$ cat src/core/host_port_pkg.sv
package host_port_pkg;
	localparam int CLK_PERIOD_NS = 8;
	localparam int TICK_NS = 195;
	localparam int TICK_CYCLES = TICK_NS / CLK_PERIOD_NS;
	localparam logic [4:0] TICK_LAST = 5'(TICK_CYCLES - 1);
	localparam logic [4:0] PHASE_A_AT = 5'h00;
	localparam logic [4:0] PHASE_B_AT = 5'(TICK_CYCLES / 2);
	localparam logic [4:0] PHASE_C_AT = 5'(TICK_CYCLES - 4);
	localparam logic [1:0] CODE_A = 2'h0;
	localparam logic [1:0] CODE_B = 2'h1;
	// condition-out A field positions
	localparam int ATICK_BIT = 16;
	localparam int RESET_BIT = 17;
	localparam int IRQ_A_LSB = 18;
	localparam int IRQ_B_LSB = 21;
	localparam int DIAG_GRP_LSB = 25;
	localparam int DIAG_HALF_BIT = 31;
	// condition-out B field positions
	localparam int LATCH_DATA_BIT = 31;
	localparam int LATCH_ADDR_LSB = 32;
	// condition latch mask positions
	localparam int IRQ_MASK_LO = 6;
	localparam int IRQ_MASK_HI_LSB = 8;
	localparam int CAP_MASK_LSB = 9;
	// capture register layout
	localparam int CAP_LOST_BIT = 5;
	localparam int CAP_TIME_LSB = 6;
	localparam logic [5:0] DIAG_ADDR_CAPTURE = 6'o15;
	localparam logic [5:0] DIAG_ADDR_LATCH = 6'o63;
	localparam logic [15:0] COND_RESET = 16'h0000;
endpackage

$ cat src/core/tick_phase_gen.sv
`timescale 1ns/1ps
`default_nettype none
module tick_phase_gen (
	input wire logic clk_i,
	input wire logic sys_rst_i,
	output logic phase_a_o,
	output logic phase_b_o,
	output logic phase_c_o
);
	typedef struct packed {
		logic [4:0] cnt;
	} tick_t;
	tick_t st;
	tick_t next_st;
	always_comb begin
		next_st = st;
		if (st.cnt == host_port_pkg::TICK_LAST) begin
			next_st.cnt = 5'h00;
		end else begin
			next_st.cnt = st.cnt + 5'h01;
		end
	end
	always_ff @(posedge clk_i or posedge sys_rst_i) begin
		if (sys_rst_i) begin
			st <= '0;
		end else begin
			st <= next_st;
		end
	end
	assign phase_a_o = (st.cnt == host_port_pkg::PHASE_A_AT);
	assign phase_b_o = (st.cnt == host_port_pkg::PHASE_B_AT);
	assign phase_c_o = (st.cnt == host_port_pkg::PHASE_C_AT);
endmodule
`default_nettype wire

$ cat src/core/host_io_bus_control_port.sv
`timescale 1ns/1ps
`default_nettype none
module host_io_bus_control_port (
	input wire logic clk_i,
	input wire logic sys_rst_i,
	input wire logic [4:0] device_number_switches_i,
	input wire logic [4:0] bus_device_select_high_i,
	input wire logic [1:0] bus_device_select_low_i,
	input wire logic datai_i,
	input wire logic coni_i,
	input wire logic datao_clr_i,
	input wire logic cono_i,
	input wire logic [35:0] bus_data_i,
	input wire logic host_bus_reset_i,
	input wire logic power_on_reset_i,
	input wire logic write_buffer_done_i,
	input wire logic delay_transfer_done_i,
	input wire logic code_a_dataout_done_i,
	input wire logic address_table_write_i,
	input wire logic [4:0] event_bits_i,
	input wire logic [7:0] time_state_bits_i,
	input wire logic [7:0] irq_conditions_i,
	input wire logic [19:0] delay_out_i,
	input wire logic [19:0] diag_ext_i,
	output logic device_selected_o,
	output logic bus_driver_enable_o,
	output logic [19:0] bus_output_word_o,
	output logic dataout_clock_o,
	output logic code_a_selected_o,
	output logic code_b_selected_o,
	output logic dataout_pending_flag_o,
	output logic [2:0] irq_channel_a_number_o,
	output logic [2:0] irq_channel_b_number_o,
	output logic all_ticks_update_flag_o,
	output logic [15:0] condition_latch_bits_o,
	output logic master_reset_o,
	output logic [16:0] event_capture_register_o,
	output logic capture_frozen_o,
	output logic [7:0] irq_request_lines_o,
	output logic [63:0] diag_group_enables_o,
	output logic diag_half_select_o,
	output logic [19:0] diag_bus_o
);
	typedef struct packed {
		logic code_a;
		logic code_b;
		logic datao_sync;
		logic cono_a_sync;
		logic coni_b_sync;
		logic pending;
		logic [2:0] irq_a_num;
		logic [2:0] irq_b_num;
		logic [5:0] diag_grp;
		logic diag_half;
		logic all_ticks;
		logic reset_bit;
		logic atick_data;
		logic [15:0] cond;
		logic [16:0] capture;
		logic [7:0] irq;
		logic [19:0] out_word;
	} port_t;

	port_t st;
	port_t next_st;

	function automatic logic is_code(input logic [1:0] low,
		input logic [1:0] code);
		is_code = (low == code);
	endfunction

	logic phase_a;
	logic phase_b;
	logic phase_c;
	logic cono_a_strobe;
	logic cono_b_strobe;
	logic coni_b_strobe;
	logic any_done;
	logic [7:0] irq_mask;
	logic [7:0] masked_cond;
	logic req_a;
	logic req_b;
	logic cap_hit;
	logic new_hit;
	logic irq_clear;
	logic [19:0] diag_word;

	tick_phase_gen u_phase (
		.clk_i(clk_i),
		.sys_rst_i(sys_rst_i),
		.phase_a_o(phase_a),
		.phase_b_o(phase_b),
		.phase_c_o(phase_c)
	);

	assign device_selected_o =
		(bus_device_select_high_i == device_number_switches_i);
	assign bus_driver_enable_o =
		device_selected_o & (datai_i | coni_i);
	assign dataout_clock_o = device_selected_o & datao_clr_i;
	assign cono_a_strobe = device_selected_o & cono_i &
		is_code(bus_device_select_low_i, host_port_pkg::CODE_A);
	assign cono_b_strobe = device_selected_o & cono_i &
		is_code(bus_device_select_low_i, host_port_pkg::CODE_B);
	assign coni_b_strobe = device_selected_o & coni_i &
		is_code(bus_device_select_low_i, host_port_pkg::CODE_B);
	assign any_done = write_buffer_done_i | delay_transfer_done_i |
		code_a_dataout_done_i | address_table_write_i;
	assign master_reset_o = host_bus_reset_i | power_on_reset_i |
		(st.cono_a_sync & st.reset_bit);

	assign irq_mask = {st.cond[14:host_port_pkg::IRQ_MASK_HI_LSB],
		st.cond[host_port_pkg::IRQ_MASK_LO]};
	assign masked_cond = irq_conditions_i & irq_mask;
	assign req_a = |masked_cond[3:0];
	assign req_b = |masked_cond[7:4];

	assign cap_hit = |(st.capture[4:0] &
		st.cond[host_port_pkg::CAP_MASK_LSB +: 5]);
	assign new_hit = |(event_bits_i &
		st.cond[host_port_pkg::CAP_MASK_LSB +: 5]);
	assign irq_clear = master_reset_o | st.datao_sync |
		st.cono_a_sync | cono_b_strobe;

	always_comb begin
		diag_word = diag_ext_i;
		if (st.diag_grp == host_port_pkg::DIAG_ADDR_CAPTURE) begin
			// low four positions carry nothing meaningful
			diag_word = {st.capture[4:0], st.capture[16:6], 4'h0};
		end else if (st.diag_grp == host_port_pkg::DIAG_ADDR_LATCH) begin
			diag_word = {st.cond, 4'h0};
		end
	end

	always_comb begin
		next_st = st;
		if (dataout_clock_o) begin
			next_st.code_a = is_code(bus_device_select_low_i,
				host_port_pkg::CODE_A);
			next_st.code_b = is_code(bus_device_select_low_i,
				host_port_pkg::CODE_B);
		end
		next_st.datao_sync = dataout_clock_o;
		next_st.cono_a_sync = cono_a_strobe;
		next_st.coni_b_sync = coni_b_strobe;
		if (any_done | master_reset_o) begin
			next_st.pending = 1'b0;
		end
		if (st.datao_sync) begin
			next_st.pending = 1'b1;
		end
		if (cono_a_strobe) begin
			next_st.irq_a_num =
				bus_data_i[host_port_pkg::IRQ_A_LSB +: 3];
			next_st.irq_b_num =
				bus_data_i[host_port_pkg::IRQ_B_LSB +: 3];
			next_st.diag_grp =
				bus_data_i[host_port_pkg::DIAG_GRP_LSB +: 6];
			next_st.diag_half =
				bus_data_i[host_port_pkg::DIAG_HALF_BIT];
			next_st.reset_bit = bus_data_i[host_port_pkg::RESET_BIT];
			// hold the flag bit until the synchronized strobe acts
			next_st.atick_data = bus_data_i[host_port_pkg::ATICK_BIT];
		end
		if (st.cono_a_sync) begin
			next_st.all_ticks = st.atick_data;
		end
		if (cono_b_strobe) begin
			next_st.cond[bus_data_i[host_port_pkg::LATCH_ADDR_LSB +: 4]] =
				bus_data_i[host_port_pkg::LATCH_DATA_BIT];
		end
		if (phase_c & ~cap_hit) begin
			next_st.capture[4:0] = event_bits_i;
			next_st.capture[13:6] = time_state_bits_i;
		end
		if (st.coni_b_sync) begin
			next_st.capture[host_port_pkg::CAP_LOST_BIT] = 1'b0;
		end
		if (phase_c & cap_hit & new_hit) begin
			next_st.capture[host_port_pkg::CAP_LOST_BIT] = 1'b1;
		end
		if (irq_clear) begin
			next_st.irq = 8'h00;
		end
		if (phase_a) begin
			next_st.irq[st.irq_a_num] = req_a;
		end
		if (phase_b) begin
			next_st.irq[st.irq_b_num] = req_b;
		end
		case ({coni_i, is_code(bus_device_select_low_i,
			host_port_pkg::CODE_B)})
			2'b00: next_st.out_word = diag_word;
			2'b01: next_st.out_word = delay_out_i;
			2'b10: next_st.out_word = {st.cond, st.pending, st.all_ticks,
				st.capture[host_port_pkg::CAP_LOST_BIT], cap_hit};
			2'b11: next_st.out_word = {3'h0, st.capture};
			default: next_st.out_word = 20'h00000;
		endcase
	end

	always_ff @(posedge clk_i or posedge sys_rst_i) begin
		if (sys_rst_i) begin
			st <= '0;
			st.cond <= host_port_pkg::COND_RESET;
		end else begin
			st <= next_st;
		end
	end

	genvar g;
	generate
		for (g = 0; g < 64; g++) begin : g_diag_en
			assign diag_group_enables_o[g] =
				(st.diag_grp == 6'(g));
		end
	endgenerate

	assign diag_half_select_o = st.diag_half;
	assign diag_bus_o = diag_word;
	assign bus_output_word_o = st.out_word;
	assign code_a_selected_o = st.code_a;
	assign code_b_selected_o = st.code_b;
	assign dataout_pending_flag_o = st.pending;
	assign irq_channel_a_number_o = st.irq_a_num;
	assign irq_channel_b_number_o = st.irq_b_num;
	assign all_ticks_update_flag_o = st.all_ticks;
	assign condition_latch_bits_o = st.cond;
	assign event_capture_register_o = st.capture;
	assign capture_frozen_o = cap_hit;
	assign irq_request_lines_o = st.irq;
endmodule
`default_nettype wire

$ cat config.mk
export PLATFORM = sky130hd
export DESIGN_NAME = host_io_bus_control_port
export DESIGN_NICKNAME = d
export VERILOG_FILES = /design/src/core/host_port_pkg.sv /design/src/core/tick_phase_gen.sv /design/src/core/host_io_bus_control_port.sv
export SDC_FILE = /design/constraint.sdc
export NUM_CORES = 1
export LEC_CHECK = 0
export BUFFER_PORTS_ARGS = -buffer_cell sky130_fd_sc_hd__buf_2
export CAP_MARGIN = 20
export CORE_MARGIN = 2
export CORE_UTILIZATION = 42
export DETAILED_ROUTE_END_ITERATION = 10
export GPL_ROUTABILITY_DRIVEN = 0
export PLACE_DENSITY = 0.79
export SLEW_MARGIN = 20
export SYNTH_ARGS = -nofsm -noshare
export SYNTH_HDL_FRONTEND = slang
export SYNTH_HIERARCHICAL = 1
export SYNTH_SLANG_ARGS = --single-unit
export TNS_END_PERCENT = 5
$ cat constraint.sdc
create_clock -name clk_i -period 2.3 [get_ports clk_i]
set_input_delay 0.345 -clock clk_i [delete_from_list [all_inputs] [get_ports clk_i]]
set_output_delay 0.345 -clock clk_i [all_outputs]
set_load 0.03 [all_outputs]
==> results_dict.tcl <==
set metrics [dict create \
    status "completed" \
    slew_headroom_pct 49.1 \
    met1_usage_pct 33.4 \
    drt_iter0_drc 437 \
    pwr-share-comb_pct 25.1 \
    synthCells 572 \
    cap_violations 0 \
    fin_area_sq_um 7150 \
    numCtsBuffers 9 \
    grt_use_total_pct 23.7 \
    grtUsageMet3_pct 4.15 \
    start_util_pct 42.9 \
    wl_microns 17500 \
    synth_edf_count 0 \
    placedCellCount 938 \
    fin_cells 957 \
    crit_required_ns 1.96 \
    avgSynthCellArea_sq_um 9.94 \
    io_pins 282 \
    port_buffers 261 \
    start_kind "register" \
    max_freq_ghz 0.442 \
    layout_common_cells "buf_2 (255), dfrtp_1 (83), nor2_1 (76)" \
    rsz0062_at_grt "yes" \
    core-area_sq_um 13200 \
    fin_nets 900 \
    worst_slew_pin_slew_ns 0.764 \
    clk_latency_ns 0.34 \
    routedWlPerCell_microns 18.3 \
    die_h_microns 120 \
    post_synth_instance_area_sq_um 5690 \
    drive_gt1_share_pct 51.3 \
    synth_top_family_by_area "simple AND/OR/NAND/NOR gates" \
    rows 42 \
    detail-route-antenna-nets 0 \
    hold_violations 0 \
    fp.dieW_microns 120 \
    busiest_layer "met2" \
    power.density_nw_per_um2 572 \
    finalCritPeriodShare_pct 98.3 \
    cts_buffer_depth 2 \
    path_cells "buf_4 > and3b_1 > a32oi_2 > nand2b_4 > and2_1 > clkbuf_4" \
    crit_type "register to output port" \
    min_path_cells 2 \
    drc 0 \
    p_int_mw 2.77 \
    p_switching_mw 1.32 \
    cts-root-buf "clkbuf_16" \
    grt_pass1_vias 4784 \
    layout_min_cycle_time_ns 2.26 \
    p_sw_share_pct 32.2 \
    die-area_sq_um 14500 \
    synthArstFlopShare_pct 100 \
    hold_ws_ns 0.235 \
    yosysWarnings 6 \
    muxShareOfSynthArea_pct 15.0 \
    synth-compound-area-share_pct 14.3 \
    cts.sinks 85 \
    peakVddDrop_mv 0.336 \
    critPathSlowestCell "dfrtp_1" \
    dpl.hpwl_microns 13700 \
    layout_commonest_cell "buf_2" \
    via_count 5150 \
    synthFlopType "dfrtp_1" \
    grt_pass1_wl_microns 26500 \
    synth.yosys.seq_area_share_pct 37.4 \
    synthAdderAreaFrac_pct 0.440 \
    worst_slack_ns 0.0391 \
    yosys.area_share.xor_xnor_pct 0.924 \
    cts_tree "done" \
    setup_violations 0 \
    clk_pin_slew_ns 0.06 \
    synth_simple_gate_area_share_pct 18.8 \
    crit_arrival_ns 1.92 \
    slew_viol_final 0 \
    grt_use_met2_pct 36.1 \
    antenna_found_initial 0 \
    vias_per_cell 5.38 \
    post-place-ws_ns 0.209 \
    crit_path_end_kind "output port" \
    hp-class "input pin to register" \
    cellLeakagePower_nw 3.71 \
    cp_slowest_stage_delay_ns 0.41 \
    area_delta_synth_final_pct 25.7 \
    dpl_cell_area_sq_um 6740 \
    clkPwrFrac_pct 34.1 \
    r2r_setup_slack_ns 0.27 \
    crit_fanout 9 \
    grt_max_degree 33 \
    diodes 0 \
    drt_pass1_iterations 6 \
    seqPwrFrac_pct 40.8 \
    cts_max_level 3 \
    ys_types 69 \
    reg2reg_depth 7 \
    ys_seq_elements 85 \
    grt.overflow.total 0 \
    fillers 1233 \
    fin_skew_ns 0.00741 \
]
## worst max-delay path, delay by kind of cell, from the launching register on
family          cells  cell delay, ns
buf+inv             2            0.37
flops               1            0.41
simple gates        3            0.54
compound gates      1            0.26
## cell type report
type / count / area [sq um] / area share [%]
Clock buffer: 12 / 267 / 3.73
Clock inverter: 3 / 20.0 / 0.280
Inverter: 9 / 45.0 / 0.630
Multi-Input combinational cell: 380 / 2880 / 40.4
Sequential cell: 85 / 2130 / 29.8
Tap cell: 176 / 220 / 3.08
Timing Repair Buffer: 292 / 1580 / 22.1
## final timing paths
| path | startpoint | to |
|---|---|---|
| max | st[67] | diag_bus_o[2] |
| min | bus_data_i[19] | irq_channel_a_number_o[1] |
| max reg2reg | st[65] | bus_output_word_o[10] |
| min reg2reg | st[80] | dataout_pending_flag_o |
| max in group asynchronous | sys_rst_i | st[69] |
| min in group asynchronous | sys_rst_i | u_phase/st[4] |
## per-stage QoR
step           power, mW  TNS [ns]  util [%]
5_1_grt             4.27   -0.0442      54.0
4_1_cts             4.12  -0.00812      53.5
2_1_floorplan       2.43         0         -
3_5_place_dp        2.69         0      50.9
6_report            4.09         0      54.0
3_3_place_gp        2.67         0      50.9
## sequential cells by signal (all words and copies together) (netlist names), 3 cells and up
signal                    flops
bus_output_word_o            20
condition_latch_bits_o       16
event_capture_register_o     14
irq_channel_a_number_o        3
irq_channel_b_number_o        3
irq_request_lines_o           8
st                           11
u_phase/st                    5
## metal layers
layer  wire length [microns]  vias up
met5                       0        -
met4                     499        0
met3                    1020       36
met2                    8230      228
met1                    7770     2480
li1                        -     2406
## power groups by stage
stage	clock, mW	sequential [mW]	combinational [mW]
finish	1.39	1.67	1.03
global route	1.49	1.68	1.09
CTS	1.44	1.67	1.01
detailed placement	0	1.69	0.997
global placement	0	1.69	0.983
floorplan	0	1.69	0.743
## cells in the mapped netlist (3+ instances only)
master / count / share of area (%)
a2bb2oi_2: 6 / 1.6
nand3_1: 12 / 1.1
a211oi_1: 5 / 0.66
a22o_1: 3 / 0.46
clkbuf_1: 15 / 0.99
o21ai_1: 7 / 0.62
mux2_2: 28 / 5.5
a22oi_1: 3 / 0.40
mux4_2: 10 / 4.0
o22ai_1: 6 / 0.66
o22a_1: 8 / 1.2
dfrtp_1: 85 / 37
and2_1: 7 / 0.77
nand2b_1: 11 / 1.2
o21ai_0: 14 / 1.2
inv_1: 8 / 0.53
nor3b_1: 6 / 0.79
nor4_1: 4 / 0.44
buf_1: 3 / 0.20
nand4_1: 3 / 0.33
o211ai_1: 10 / 1.3
a21oi_1: 16 / 1.4
nor3_1: 14 / 1.2
a31oi_1: 8 / 0.88
buf_6: 7 / 1.4
nor2_1: 78 / 5.1
buf_2: 6 / 0.53
mux2_4: 21 / 5.5
nand4b_1: 3 / 0.46
a32oi_1: 10 / 1.5
buf_4: 68 / 9.0
xnor2_1: 5 / 0.77
nor2b_1: 5 / 0.55
and3_1: 10 / 1.1
nand2_1: 23 / 1.5
## cells by family after synthesis
| logic type | after synthesis |
|---|---|
| and+or+nand+nor | 199 |
| AOI/OAI and AO/OA | 111 |
| buffers and inverters | 109 |
| DFF | 85 |
| muxes | 59 |
| xor gates and xnor gates | 6 |
| adders and majority gates | 2 |
| other | 1 |
## repair_timing
item                                   4_1_cts  5_1_grt
pin swaps                                    0        3
buffers inserted                             1        2
setup endpoints to repair                   17       12
gates resized for setup                     12       17
hold buffers                                 1        0
endpoints found under the hold margin        5        0
gates cloned                                 0        0
Note: power is estimated with default switching activity, not from simulation.
